==> src/asmi_pkg.sv <==
// package of constants and types for the converter serial and channel interface
package asmi_pkg;
  localparam int unsigned CLK_HZ          = 50000000;
  localparam int unsigned RESULT_BITS     = 24;
  localparam logic [4:0]  LAST_EDGE       = 5'h18;
  localparam int unsigned CHAN_WORD_BITS  = 4;
  localparam logic [2:0]  CHAN_WORD_LAST  = 3'h4;
  localparam int unsigned CODE_BITS       = 3;
  localparam logic [2:0]  CHAN_RESET      = 3'h0;
  localparam logic [1:0]  SCK_DIV_HALF    = 2'h3;
  localparam int unsigned CONV_TIME_MS    = 133;
  localparam int unsigned CAL_TIME_MS     = 66;
  localparam int unsigned CONV_CYCLES     = CONV_TIME_MS * (CLK_HZ / 1000);
  localparam int unsigned CAL_CYCLES      = CAL_TIME_MS * (CLK_HZ / 1000);
  localparam int unsigned CNT_W           = 24;
  localparam logic [31:0] AXI_ADDR_CTRL   = 32'h0000_0000;
  localparam logic [31:0] AXI_ADDR_STATUS = 32'h0000_0004;
  localparam logic [31:0] AXI_ADDR_RESULT = 32'h0000_0008;
  localparam logic [31:0] AXI_ADDR_CHAN   = 32'h0000_000C;
  localparam logic [1:0]  RESP_OKAY       = 2'h0;
  localparam logic [1:0]  RESP_SLVERR     = 2'h2;

  typedef enum logic [3:0] {
    ST_CONVERT = 4'h1,
    ST_SLEEP   = 4'h2,
    ST_OUTPUT  = 4'h4,
    ST_CAL     = 4'h8
  } asmi_state_e;
endpackage

==> src/asmi_top.sv <==
// converter serial interface: status flag, result shift-out, channel programming
// Function
// - select rising in data output aborts transfer, starts new conversion
// - channel strobe high while programming; its falling edge applies the channel
// - four-bit channel word shifted in on each rising multiplexer clock
// - first bit is enable, then three-bit channel code
// - enable bit zero keeps previous channel
// - clock mode chosen at each select falling edge; low sck means external
// - serial output released whenever select is high
// - select low outside output: serial output shows busy flag
// - conversion end enters sleep regardless of select
// - channel programmed in sleep takes effect at strobe fall
// - multiplexer clocks with strobe low leave channel unchanged
// - data or clock held low in sleep keeps channel
// - sleep holds result; wake on first rising sck with select low
// - output changes on falling sck; host samples on rising edges
// - 24th falling sck starts calibration and drives output high
// - calibration window after data output before converting
// - strobe tied to select does not alter channel
// - sck high at select fall or reset selects internal clock, device drives sck
// - internal sck is conversion clock divided by eight
//
// The register offsets and register access over AXI4-Lite are this design's own decisions.
`timescale 1ns/10ps
module asmi_top
  import asmi_pkg::*;
#(
  parameter int unsigned CONV_CYC = CONV_CYCLES,
  parameter int unsigned CAL_CYC  = CAL_CYCLES
) (
  input  wire logic        clk_i,
  input  wire logic        rst_n_i,
  input  wire logic        converter_select_n_i,
  input  wire logic        channel_select_strobe_i,
  input  wire logic        mux_clk_i,
  input  wire logic        mux_data_i,
  input  wire logic        sck_i,
  output logic             sck_o,
  output logic             sck_oe_o,
  output logic             sdo_o,
  output logic             sdo_oe_o,
  output logic [7:0]       selected_input_output_o,
  input  wire logic [23:0] conv_data_i,
  input  wire logic [31:0] s_axi_awaddr,
  input  wire logic        s_axi_awvalid,
  output logic             s_axi_awready,
  input  wire logic [31:0] s_axi_wdata,
  input  wire logic [3:0]  s_axi_wstrb,
  input  wire logic        s_axi_wvalid,
  output logic             s_axi_wready,
  output logic [1:0]       s_axi_bresp,
  output logic             s_axi_bvalid,
  input  wire logic        s_axi_bready,
  input  wire logic [31:0] s_axi_araddr,
  input  wire logic        s_axi_arvalid,
  output logic             s_axi_arready,
  output logic [31:0]      s_axi_rdata,
  output logic [1:0]       s_axi_rresp,
  output logic             s_axi_rvalid,
  input  wire logic        s_axi_rready
);

  // channel code to one-hot input enable
  function automatic logic [7:0] chan_decode(input logic [2:0] code);
    logic [7:0] m;
    m = 8'h00;
    case (code)
      3'h0: m = 8'h01;
      3'h1: m = 8'h02;
      3'h2: m = 8'h04;
      3'h3: m = 8'h08;
      3'h4: m = 8'h10;
      3'h5: m = 8'h20;
      3'h6: m = 8'h40;
      default: m = 8'h80;
    endcase
    return m;
  endfunction

  // whole block state, registered as one word
  typedef struct packed {
    asmi_state_e      st;
    logic [CNT_W-1:0] cnt;
    logic [23:0]      shreg;
    logic [23:0]      result;
    logic [4:0]       edges;
    logic             sdo;
    logic             cs_d;
    logic             strobe_d;
    logic             sck_d;
    logic             mclk_d;
    logic             int_mode;
    logic             sck_int;
    logic [1:0]       div;
    logic [3:0]       chan_sh;
    logic [2:0]       chan_cnt;
    logic [2:0]       chan;
    logic             awd;
    logic             wd;
    logic [31:0]      awaddr;
    logic [31:0]      wdata;
    logic [3:0]       wstrb;
    logic             bvalid;
    logic [1:0]       bresp;
    logic             rvalid;
    logic [31:0]      rdata;
    logic [1:0]       rresp;
  } asmi_state_s;

  asmi_state_s s_r;
  asmi_state_s s_nxt;

  logic sck_now;
  logic sck_rise;
  logic sck_fall;
  logic cs_rise;
  logic cs_fall;
  logic strobe_fall;
  logic mclk_rise;

  // edges against last cycle's levels
  assign sck_now     = s_r.int_mode ? s_r.sck_int : sck_i;
  assign sck_rise    = sck_now & ~s_r.sck_d;
  assign sck_fall    = ~sck_now & s_r.sck_d;
  assign cs_rise     = converter_select_n_i & ~s_r.cs_d;
  assign cs_fall     = ~converter_select_n_i & s_r.cs_d;
  assign strobe_fall = ~channel_select_strobe_i & s_r.strobe_d;
  assign mclk_rise   = mux_clk_i & ~s_r.mclk_d;

  always_comb begin
    s_nxt          = s_r;
    s_nxt.cs_d     = converter_select_n_i;
    s_nxt.strobe_d = channel_select_strobe_i;
    s_nxt.sck_d    = sck_now;
    s_nxt.mclk_d   = mux_clk_i;

    // clock mode picked at each select fall
    if (cs_fall) begin
      s_nxt.int_mode = sck_i;
      s_nxt.sck_int  = 1'b0;
      s_nxt.div      = 2'h0;
    end

    // internal shift clock toggles every four cycles: divide by eight
    if (s_r.int_mode && !converter_select_n_i && s_r.st == ST_OUTPUT) begin
      s_nxt.div = s_r.div + 2'h1;
      if (s_r.div == SCK_DIV_HALF) begin
        s_nxt.sck_int = ~s_r.sck_int;
      end
    end else if (s_r.int_mode && !converter_select_n_i && s_r.st == ST_SLEEP) begin
      s_nxt.sck_int = 1'b1;
    end

    // channel word shifts only while strobe high
    if (channel_select_strobe_i && mclk_rise) begin
      s_nxt.chan_sh = {s_r.chan_sh[2:0], mux_data_i};
      if (s_r.chan_cnt != CHAN_WORD_LAST) begin
        s_nxt.chan_cnt = s_r.chan_cnt + 3'h1;
      end
    end

    if (strobe_fall) begin
      if (s_r.chan_cnt == CHAN_WORD_LAST && s_r.chan_sh[3]) begin
        s_nxt.chan = s_r.chan_sh[2:0];
      end
      // incomplete word or enable low keeps channel
      s_nxt.chan_cnt = 3'h0;
      s_nxt.chan_sh  = 4'h0;
    end

    // conversion cycle sequencing
    case (s_r.st)
      ST_CONVERT: begin
        s_nxt.sdo = 1'b1;
        if (s_r.cnt == CNT_W'(CONV_CYC - 1)) begin
          s_nxt.st     = ST_SLEEP;
          s_nxt.result = conv_data_i;
          s_nxt.shreg  = conv_data_i;
          s_nxt.cnt    = '0;
        end else begin
          s_nxt.cnt = s_r.cnt + CNT_W'(1);
        end
      end
      ST_SLEEP: begin
        s_nxt.sdo = 1'b0;
        if (!converter_select_n_i && sck_rise) begin
          s_nxt.st    = ST_OUTPUT;
          s_nxt.edges = 5'h0;
        end
      end
      ST_OUTPUT: begin
        if (cs_rise) begin
          s_nxt.st  = ST_CAL;
          s_nxt.sdo = 1'b1;
          s_nxt.cnt = '0;
        end else if (sck_fall) begin
          s_nxt.edges = s_r.edges + 5'h1;
          if (s_r.edges + 5'h1 == LAST_EDGE) begin
            s_nxt.st  = ST_CAL;
            s_nxt.sdo = 1'b1;
            s_nxt.cnt = '0;
          end else begin
            s_nxt.sdo   = s_r.shreg[RESULT_BITS-1];
            s_nxt.shreg = {s_r.shreg[RESULT_BITS-2:0], 1'b0};
          end
        end
      end
      ST_CAL: begin
        s_nxt.sdo = 1'b1;
        if (s_r.cnt == CNT_W'(CAL_CYC - 1)) begin
          s_nxt.st  = ST_CONVERT;
          s_nxt.cnt = '0;
        end else begin
          s_nxt.cnt = s_r.cnt + CNT_W'(1);
        end
      end
      default: s_nxt.st = ST_CONVERT;
    endcase

    // bus slave write channels
    if (s_axi_awvalid && !s_r.awd && !s_r.bvalid) begin
      s_nxt.awd    = 1'b1;
      s_nxt.awaddr = s_axi_awaddr;
    end
    if (s_axi_wvalid && !s_r.wd && !s_r.bvalid) begin
      s_nxt.wd    = 1'b1;
      s_nxt.wdata = s_axi_wdata;
      s_nxt.wstrb = s_axi_wstrb;
    end

    if (s_r.awd && s_r.wd) begin
      s_nxt.awd    = 1'b0;
      s_nxt.wd     = 1'b0;
      s_nxt.bvalid = 1'b1;
      if (s_r.awaddr == AXI_ADDR_CTRL) begin
        s_nxt.bresp = RESP_OKAY;
        // lane zero carries the start bit
        if (s_r.wdata[0] && s_r.wstrb[0]) begin
          s_nxt.st  = ST_CAL;
          s_nxt.cnt = '0;
        end
      end else begin
        s_nxt.bresp = RESP_SLVERR;
      end
    end

    if (s_r.bvalid && s_axi_bready) begin
      s_nxt.bvalid = 1'b0;
    end

    // bus slave read channel
    if (s_axi_arvalid && !s_r.rvalid) begin
      s_nxt.rvalid = 1'b1;
      s_nxt.rresp  = RESP_OKAY;
      if (s_axi_araddr == AXI_ADDR_STATUS) begin
        s_nxt.rdata = {27'h0, s_r.int_mode, s_r.st};
      end else if (s_axi_araddr == AXI_ADDR_RESULT) begin
        s_nxt.rdata = {8'h00, s_r.result};
      end else if (s_axi_araddr == AXI_ADDR_CHAN) begin
        s_nxt.rdata = {29'h0, s_r.chan};
      end else if (s_axi_araddr == AXI_ADDR_CTRL) begin
        s_nxt.rdata = 32'h0000_0000;
      end else begin
        s_nxt.rdata = 32'h0000_0000;
        s_nxt.rresp = RESP_SLVERR;
      end
    end else if (s_r.rvalid && s_axi_rready) begin
      s_nxt.rvalid = 1'b0;
    end
  end

  // async reset to the power-up state
  always_ff @(posedge clk_i or negedge rst_n_i) begin
    if (!rst_n_i) begin
      s_r          <= '0;
      s_r.st       <= ST_CONVERT;
      s_r.sdo      <= 1'b1;
      s_r.cs_d     <= 1'b1;
      s_r.sck_d    <= 1'b1;
      s_r.int_mode <= 1'b1;
      s_r.sck_int  <= 1'b1;
      s_r.chan     <= CHAN_RESET;
    end else begin
      s_r <= s_nxt;
    end
  end

  // pin outputs
  assign sdo_o    = s_r.sdo;
  assign sdo_oe_o = ~converter_select_n_i;
  assign sck_o    = s_r.sck_int;
  // pin stays released in the cycle the mode is picked, so a host driving it low wins
  assign sck_oe_o = s_r.int_mode & ~converter_select_n_i & ~s_r.cs_d;
  assign selected_input_output_o = chan_decode(s_r.chan);

  // bus outputs
  assign s_axi_awready = ~s_r.awd & ~s_r.bvalid;
  assign s_axi_wready  = ~s_r.wd & ~s_r.bvalid;
  assign s_axi_bvalid  = s_r.bvalid;
  assign s_axi_bresp   = s_r.bresp;
  assign s_axi_arready = ~s_r.rvalid;
  assign s_axi_rvalid  = s_r.rvalid;
  assign s_axi_rdata   = s_r.rdata;
  assign s_axi_rresp   = s_r.rresp;

endmodule

==> config.mk <==
export PLATFORM = sky130hd
export DESIGN_NAME = asmi_top
export DESIGN_NICKNAME = d
export VERILOG_FILES = /design/src/asmi_pkg.sv /design/src/asmi_top.sv
export SDC_FILE = /design/constraint.sdc
export NUM_CORES = 1
export LEC_CHECK = 0
export ABC_AREA = 1
export CORE_UTILIZATION = 40
export CTS_BUF_LIST = sky130_fd_sc_hd__clkbuf_4
export CTS_CLUSTER_SIZE = 12
export DETAILED_ROUTE_END_ITERATION = 10
export DONT_BUFFER_PORTS = 1
export PLACE_DENSITY = 0.56
export SETUP_SLACK_MARGIN = 0.1
export SYNTH_ARGS = -nofsm -noshare
export SYNTH_HDL_FRONTEND = slang
export SYNTH_SLANG_ARGS = --single-unit
==> constraint.sdc <==
create_clock -name clk_i -period 1.95 [get_ports clk_i]
set_clock_uncertainty 0.05 [all_clocks]
set_input_delay 0.0975 -clock clk_i [delete_from_list [all_inputs] [get_ports clk_i]]
set_output_delay 0.0975 -clock clk_i [all_outputs]
set_load 0.02 [all_outputs]
After elaboration in Yosys (flattened, before gate mapping)
Cells that the tools add are included.
{ "word_totals": {"register_bits": 174, "out_inout_bits": 53} }
{ "op_classes": {"add_sub_neg": 4, "n_eq_ne": 25, "n_mux": 50, "n_bitwise": 21, "n_reduce_logical": 40} }
{ "op_table": {"columns": ["cell", "n"], "rows": [
  ["24-bit two-way mux", 6],
  ["28-bit two-way mux", 5],
  ["24-bit one-hot mux with 3 select lines", 1],
  ["32-bit by 4-bit == test with 1-bit output, second input constant", 2],
  ["32-bit zero test", 2],
  ["8-bit one-hot mux with 7 select lines", 1],
  ["52-bit two-way mux", 1],
  ["48-bit two-way mux", 1],
  ["24-bit one-hot mux with 2 select lines", 1],
  ["32-bit by 3-bit == test with 1-bit output, second input constant", 1],
  ["24-bit by 1-bit adder with 24-bit output, second input constant", 1],
  ["24-bit by 22-bit == test with 1-bit output, second input constant", 1],
  ["24-bit by 23-bit == test with 1-bit output, second input constant", 1],
  ["2-bit nonzero test", 9],
  ["4-bit one-hot mux with 4 select lines", 1],
  ["1-bit logical AND", 15],
  ["3-bit two-way mux", 5],
  ["2-bit two-way mux", 7],
  ["3-bit == test, second input constant", 4],
  ["4-bit two-way mux", 3],
  ["1-bit two-way mux", 11],
  ["1-bit inverter", 11],
  ["1-bit bitwise AND", 10],
  ["10-bit two-way mux", 1],
  ["26 further kinds", 39]
]} }

Depth between registers and ports, before layout
Gate-level depths: netlist (run 1).
{ "depth": {"depth_word": 9, "depth_mapped": 13, "depth_no_buf": 12} }

Worst setup path before layout (run 1)
Ideal clock, no wire load.
{ "synth_timing": {"kind": "reg-to-reg", "startpoint": "register s_r, in the netlist s_axi_bvalid", "endpoint": "register s_r[101] in the netlist's numbering", "setup_time_ns": 0.125, "arrival_ns": 1.643, "setup_slack_ns": 0.132, "path_stages_with_launch": 5, "n_path_buf": 1, "path_cell_list": "dfrtp_1 nor2_1 nand2_1 clkbuf_1 mux2_2"} }
{ "synth_via": {"elab_chain_len": 2} }
{ "synth_rtl": {"columns": ["item", "line_no", "source"], "rows": [
  ["start: declaration", "asmi_top.sv:110", "asmi_state_s s_r;"],
  ["start signal: assignment", "asmi_top.sv:284", "s_r <= s_nxt;"],
  ["1-bit zero test", "asmi_top.sv:221", "if (s_axi_awvalid && !s_r.awd && !s_r.bvalid) begin"],
  ["1-bit logical AND", "asmi_top.sv:221", null]
]} }
Every way passes these cells.
A chain may end at the register's enable or synchronous reset.

Worst setup path in the final report (run 1)
{ "layout_timing": {"startpoint": "register s_r[184] in the netlist's numbering", "endpoint": "register s_r[172] in the netlist's numbering"} }
{ "layout_via": {"elab_chain_len": 3} }
{ "layout_rtl": {"columns": ["item", "line_no", "source"], "rows": [
  ["24-bit by 23-bit == test with 1-bit output", "asmi_top.sv:175", "if (s_r.cnt == CNT_W'(CONV_CYC - 1)) begin"],
  ["2-bit inequality test (no line)", null, null],
  ["5-bit AND reduction (no line)", null, null]
]} }
Every way passes these cells.

==> results of run 1 <==
## power by group through the flow
| stage | clock [uW] | sequential [uW] | combinational, uW |
|---|---|---|---|
| final | 2230 | 4170 | 1290 |
| after floorplan | 0 | 4130 | 976 |
| after global placement | 0 | 4230 | 1070 |
| after global routing | 2470 | 4240 | 1440 |
| after CTS | 2330 | 4170 | 1260 |
| after detailed placement | 0 | 4240 | 1090 |
## Yosys cell counts (2+ instances only)
cell	instances
inv_1	70
clkbuf_1	6
dfrtp_1	158
a21oi_1	26
mux2_4	20
nand3b_1	2
nor2_1	104
nor2_2	10
dfstp_2	6
mux2_2	36
buf_6	7
inv_2	5
o21ai_1	2
nand4_1	8
o22ai_1	3
a31oi_1	3
o21ai_0	21
nor3_1	21
buf_2	12
nand2_1	351
buf_4	38
ha_1	5
nand2_2	7
a211oi_1	2
nand3_1	84
nand3_2	2
nor2_4	6
o21bai_1	4
nand2_4	2
## per-stage QoR
stage               instances  TNS, ns
floorplan                1045        0
global placement         1310        0
detailed placement       1310  -0.0104
CTS                      1442        0
global route             1474  -0.0254
finish                   1474        0
## kinds of logic (layout without fill, tap and decap cells)
| kind of cell | after synthesis | after routing | share of synthesized area (%) |
|---|---|---|---|
| buffers and inverters | 138 | 290 | 8.46 |
| adders and majority gates | 5 | 5 | 0.727 |
| and+or+nand+nor | 604 | 604 | 30.3 |
| muxes | 57 | 57 | 8.32 |
| DFF | 164 | 164 | 47.8 |
| AOI/OAI and AO/OA | 66 | 66 | 4.29 |
| other | 1 | 12 | 0.0436 |
| xor gates and xnor gates | 1 | 1 | 0.102 |
## flip-flops by register name, indices dropped and copies added (netlist names)
register and count:
s_r 134, s_axi_rdata 24, s_axi_bresp 1, s_axi_bvalid 1, s_axi_rresp 1, s_axi_rvalid 1
sck_o 1, sdo_o 1
## area by class of cell
| type | instances | area share (%) |
|---|---|---|
| sequential | 164 | 37.7 |
| multi-input combinational | 743 | 36.8 |
| timing repair buffer | 183 | 16.6 |
| tap | 275 | 3.15 |
| inverter | 75 | 2.60 |
| clock inverter | 15 | 1.88 |
| clock buffer | 17 | 1.17 |
| antenna | 2 | 0.0458 |
## worst paths after layout
kind | to | startpoint
worst max-delay path | s_r[172] | s_r[184]
worst min-delay path | s_axi_rdata[14] | rst_n_i
worst max register to register | s_r[172] | s_r[184]
worst min register to register | s_r[109] | s_r[115]
max in group asynchronous | sdo_o | rst_n_i
min in group clk_i | s_axi_rdata[4] | s_axi_araddr[26]
## metal layers
metal | wire, um | up-vias | part of all wire, % | GRT usage, %
met5 | 0 | - | 0 | 0
met4 | 206 | 0 | 1.0 | 4.18
met3 | 948 | 15 | 4.6 | 3.93
met2 | 10100 | 171 | 49 | 31.8
met1 | 9220 | 3336 | 45 | 23.7
li1 | - | 3579 | - | -
## repair_timing
action | CTS | global route
setup buffers | 1 | 26
resized for setup | 10 | 68
endpoints found under the hold margin | 299 | 164
pin swaps | 2 | 21
cloned | 0 | 4
setup endpoints to repair | 59 | 98
==> summary.md, run 1 <==
| Metric | Value |
|---|---|
| Top cell family by delay on the critical path | `simple AND/OR/NAND/NOR gates` |
| Clock latency on the worst-skew pair | `a little under 0.6 ns` |
| Gate power share | `between 10% and 20%` |
| Initial antenna violation count | `1` |
| Unrepaired setup endpoints after global routing | `yes` |
| Endpoints failing setup | `0` |
| Crit-path most repeated cell | `nand2_1` |
| Drt first-iter violations | `between 400 and 500` |
| Critical path depth in cells | `11` |
| Synth Flop Type | `dfrtp_1` |
| Clock power frac | `approximately 29%` |
| YS warnings | `0` |
| Slowest cell on crit path | `dfrtp_1` |
| Reg-to-reg slack, setup | `approximately 0.093 ns` |
| Worst setup EP type | `flop` |
| Vias | `7,101` |
| Vias in the first global route | `6,821` |
| Post-synth EDFFs | `0` |
| Register share of total power | `a little over half` |
| PortBufs | `0` |
| Synth top area share | `a little under half` |
| TritonRoute pass-1 iters | `5` |
| Share of cells above drive strength 1 | `between 20% and 30%` |
| Fin crit period | `between 1.5 and 2 ns` |
| Switching fraction of total power | `30.6%` |
| Mapped Area | `roughly 0.0086 mm^2` |
| Period utilization | `~95%` |
| CP startpoint kind | `flop` |
| Layout area overhead | `27.1%` |
| Least-Margin Pin Slew | `0.532 ns` |
| Die height | `approximately 150 um` |
| Path depth of the worst reg2reg path | `11` |
| Initial core utilization | `approximately two fifths` |
| Hold buffers post-CTS | `99` |
| # IOs | `around 190` |
| WL/cell | `about 14 um` |
| Width of the die | `around 150 um` |
| Worst Path Required | `2.43 ns` |
| Post-Place Cell Area | `approximately 0.009 mm^2` |
| Area contributors post-synth | `dfrtp_1 46%, nand2_1 15%, nand3_1 4.9%` |
| GPL Wtd Cong | `around 0.85` |
| Cts bufs inserted | `17` |
| VDD IR max | `approximately 800 uV` |
| Clock Tree Buf Depth | `2` |
| Filler cells | `1,972` |
| Final worst setup slack | `0.0930 ns` |
| Failing checks | `hold timing` |
| Nets | `around 1,300` |
| Synthesized area per cell | `between 8 and 9 um^2` |
| Final Util | `~52%` |
| Crit path max fanout | `12` |
| Final wirelength | `slightly above 20,000 um` |
| Delay of the slowest critical-path stage | `~0.48 ns` |
| Hold Path Class | `input pin to asynchronous set/reset pin` |
| P_int | `between 5000 and 6000 uW` |
| LEAKAGE | `between 0.005 and 0.006 uW` |
| CTS Sinks | `around 160` |
| Synth area leader | `dfrtp_1` |
| Die ar. | `0.0221 mm^2` |
| Max Clock Freq | `539 MHz` |
| Relative slew slack | `between 60% and 70%` |
| PD cells | `704 mW/mm^2` |
| Area of the core | `between 0.02 and 0.025 mm^2` |
| CP Class | `flop to flop` |
| CP Cell Sequence | `nor2_2 > nand2_1 > nor2_4 > nand3_4 > buf_4 > nor2_4 > clkbuf_16 > nand2_1 > nand2_1 > nand3_1 > nand2_1` |
| GR Overflow Total | `0` |
| Detail Route Antenna Nets | `0` |
| Synth async-reset ratio | `between 90% and 100%` |
| Crit path buffers/inverters | `2` |
| Data arrival time of the critical path | `between 2 and 2.5 ns` |
| Dpl ws | `-0.0104 ns` |
| Most frequent cells in the layout | `341 x nand2_1, 151 x dfrtp_1, 98 x dlygate4sd3_1, 92 x nor2_1, 79 x nand3_1` |
| Final Hold Vio Count | `164` |
| Post-route DRC | `0` |
| Largest net degree at the start of global routing | `165` |
| Register area share after synthesis | `47.8%` |
| Most common cell after layout, fill and taps aside | `nand2_1` |
| H-Tree Level Count | `4` |
| Design area | `0.0109 mm^2` |
| Post-DP HPWL | `13,100 um` |
| Sw Pwr | `approximately 2400 uW` |
| Row cnt | `53` |
| Max-cap violation count | `0` |
| Reg clk slew, reported paths | `between 0.15 and 0.2 ns` |
| First-pass GRT wire length | `approximately 33,000 um` |
| GRT Util Overall | `approximately 18%` |
| Cells after Synth | `about 1,000` |
| Power consumption | `roughly 7700 uW` |
| Status | `finished, violations left` |
| Seq cells post-synth | `around 160` |
| Max-slew violations | `0` |
| Clock tree from TritonCTS | `yes` |
| Fin Hold WS | `-0.879 ns` |
| Synth unique cells | `44` |
| Clk root buf | `clkbuf_4` |
| DR vias/cell | `slightly below 5` |
| Multi-input combinational cell area | `0.00403 mm^2` |
| Sequential cell area | `about 0.0041 mm^2` |
(Power assumes the default switching activity.)
==> run 2: changes to the inputs <==
--- a/config.mk
+++ b/config.mk
@@ -6,12 +6,14 @@
 export NUM_CORES = 1
 export LEC_CHECK = 0
 export ABC_AREA = 1
+export CELL_PAD_IN_SITES_DETAIL_PLACEMENT = 1
+export CELL_PAD_IN_SITES_GLOBAL_PLACEMENT = 1
 export CORE_UTILIZATION = 40
 export CTS_BUF_LIST = sky130_fd_sc_hd__clkbuf_4
 export CTS_CLUSTER_SIZE = 12
 export DETAILED_ROUTE_END_ITERATION = 10
 export DONT_BUFFER_PORTS = 1
-export PLACE_DENSITY = 0.56
+export PLACE_DENSITY = 0.72
 export SETUP_SLACK_MARGIN = 0.1
 export SYNTH_ARGS = -nofsm -noshare
 export SYNTH_HDL_FRONTEND = slang
==> run 2 against run 1 <==
The flow finishes with violations (hold timing, setup timing). Worst hold slack worse by 0.0017 ns. Non-clock buffer count fell by 9. Wire length grew 26%. Via count grew 5.0%. Sequential share of layout area barely moved. Largest power group unchanged. Highest routed layer unchanged.
==> summary.md, run 2 (synthesis gave the netlist of run 1 again) <==
| Metric | Value |
|---|---|
| Final wirelength | `25,800 um (was 20,500 um)` |
| Crit path max fanout | `19 (was 12)` |
| PortBufs | `0 (unchanged)` |
| Post-Place Cell Area | `0.00899 mm^2 (was 0.00901 mm^2)` |
| Status | `finished, violations left (unchanged)` |
| Final instance count without filler cells | `1,465 (was 1,474)` |
| Relative slew slack | `62.5% (was 64.3%)` |
| Largest net degree at the start of global routing | `165 (unchanged)` |
| Filler cells | `2,456 (was 1,972)` |
| Post-DP HPWL | `15,100 um (was 13,100 um)` |
| Hold Path Class | `input pin to asynchronous set/reset pin (unchanged)` |
| Max-cap violation count | `0 (unchanged)` |
| Share of cells above drive strength 1 | `22.0% (was 21.6%)` |
| Register share of total power | `54.0% (was 54.2%)` |
| CTS Sinks | `164 (unchanged)` |
| Hold buffers post-CTS | `103 (was 99)` |
| Clock power frac | `28.2% (was 29.0%)` |
| Period utilization | `101% (was 95.2%)` |
| Switching fraction of total power | `33.2% (was 30.6%)` |
| Worst Path Required | `2.36 ns (was 2.43 ns)` |
| Vias | `7,459 (was 7,101)` |
| Clock Tree Buf Depth | `2 (unchanged)` |
| CP Class | `input pin to flop (was flop to flop)` |
| Fin crit period | `1.98 ns (was 1.86 ns)` |
| Most common cell after layout, fill and taps aside | `nand2_1 (unchanged)` |
| GRT Util Overall | `22.8% (was 18.5%)` |
| Max-slew violations | `0 (unchanged)` |
| GPL Wtd Cong | `0.781 (was 0.850)` |
| P_int | `5250 uW (was 5340 uW)` |
| Die ar. | `0.0221 mm^2 (unchanged)` |
| DR vias/cell | `5.09 (was 4.82)` |
| Cts bufs inserted | `17 (unchanged)` |
| Final Util | `51.8% (was 51.9%)` |
| WL/cell | `17.6 um (was 13.9 um)` |
| Initial antenna violation count | `1 (unchanged)` |
| VDD IR max | `733 uV (was 786 uV)` |
| Least-Margin Pin Slew | `0.559 ns (was 0.532 ns)` |
| Die height | `149 um (unchanged)` |
| Clock tree from TritonCTS | `yes (unchanged)` |
| H-Tree Level Count | `4 (unchanged)` |
| Clk root buf | `clkbuf_4 (unchanged)` |
| First-pass GRT wire length | `39,600 um (was 32,600 um)` |
| Initial core utilization | `40.8% (unchanged)` |
| Worst setup EP type | `flop (unchanged)` |
| Layout area overhead | `27.0% (was 27.1%)` |
| Post-route DRC | `0 (unchanged)` |
| Area of the core | `0.0211 mm^2 (unchanged)` |
| Post-placement cell count | `1,307 (was 1,310)` |
| Unrepaired setup endpoints after global routing | `yes (unchanged)` |
| Drt first-iter violations | `309 (was 419)` |
| Gate power share | `17.8% (was 16.8%)` |
| CP startpoint kind | `input pin (was flop)` |
| Detail Route Antenna Nets | `0 (unchanged)` |
| Failing checks | `hold timing, setup timing (was hold timing)` |
| Endpoints failing setup | `1 (was 0)` |
| Sw Pwr | `2620 uW (was 2350 uW)` |
| Fin Hold WS | `-0.881 ns (was -0.879 ns)` |
| Most frequent cells in the layout | `334 x nand2_1, 151 x dfrtp_1, 103 x dlygate4sd3_1, 85 x nor2_1, 80 x nand3_1 (was 341 x nand2_1, 151 x dfrtp_1, 98 x dlygate4sd3_1, 92 x nor2_1, 79 x nand3_1)` |
| Max FFs per register | `134 (unchanged)` |
| Reg clk slew, reported paths | `0.19 ns (was 0.18 ns)` |
| Max Clock Freq | `506 MHz (was 539 MHz)` |
| Final worst setup slack | `-0.0282 ns (was 0.0930 ns)` |
| Biggest register | `s_r (unchanged)` |
| Design area | `0.0109 mm^2 (about the same)` |
| Width of the die | `149 um (unchanged)` |
| Row cnt | `53 (unchanged)` |
| Vias in the first global route | `7,887 (was 6,821)` |
| LEAKAGE | `0.00533 uW (was 0.00537 uW)` |
| TritonRoute pass-1 iters | `4 (was 5)` |
| GR Overflow Total | `0 (unchanged)` |
| Clock latency on the worst-skew pair | `0.59 ns (was 0.58 ns)` |
| Final Hold Vio Count | `164 (unchanged)` |
| PD cells | `720 mW/mm^2 (was 704 mW/mm^2)` |
| # IOs | `189 (unchanged)` |
| Nets | `1,317 (was 1,325)` |
| Data arrival time of the critical path | `2.39 ns (was 2.34 ns)` |
## run 2: what timing repair did
item	CTS	global route
buffers inserted	2	14
hold endpoints to repair	297	164
cloned	0	6
setup endpoints to repair	40	104
pin swaps	2	25
resized for setup	11	80
## run 2: power groups by stage
| stage | sequential (uW) | clock, uW | combinational (uW) |
|---|---|---|---|
| after floorplan | 4130 | 0 | 976 |
| after global placement | 4230 | 0 | 1070 |
| after detailed placement | 4260 | 0 | 1110 |
| after CTS | 4190 | 2290 | 1290 |
| after global routing | 4310 | 2420 | 1530 |
| final | 4250 | 2220 | 1400 |
## run 2: final cells by class
cell class	count	area (um^2)	area share [%]
flip-flops and latches	164	4120	37.7
multi-input cells	744	4090	37.4
repair buffers	174	1770	16.2
well taps	275	344	3.15
inverters	75	284	2.60
clock inverters	15	198	1.81
clock buffers	17	128	1.17
diodes	1	2.50	0.0229
## run 2: path summary, 6_finish.rpt
kind,startpoint,end,slack [ns],depth (start not counted)
setup / recovery,s_axi_araddr[4],s_axi_rdata[6],-0.03,12
hold / removal,rst_n_i,s_axi_rdata[14],-0.88,0
setup reg to reg,s_r[181],s_r[139],0.11,9
hold reg to reg,s_r[142],s_axi_rdata[10],0.45,2
max in group asynchronous,rst_n_i,s_r[121],2.47,0
min in group clk_i,converter_select_n_i,s_r[125],0.06,1
## run 2: layer usage
layer	vias to the layer above	part of all wire, %	track usage, %
li1	3559	-	-
met2	181	53	41.3
met4	0	1.7	6.91
met1	3681	41	27.5
met3	38	4.0	3.74
met5	-	0	0
## run 2: stage by stage
stage	setup WS [ns]	total power, uW	setup TNS [ns]
after floorplan	0.132	5110	0
after global placement	0.0497	5290	0
after detailed placement	-0.0152	5370	-0.0467
after CTS	0.0645	7780	0
after global routing	-0.0779	8260	-0.110
final	-0.0282	7870	-0.0282
## run 2: worst max-delay path, stage by stage
cell and delay (ns):
dlygate4sd3_1 0.54, nor2_1 0.10, nor3b_4 0.26, dlygate4sd3_1 0.62, nand2_1 0.11, nor2_4 0.12, nand2_1 0.06, nand2_2 0.08
nor2_4 0.05, buf_12 0.14, nand2_1 0.09, nand2_1 0.10
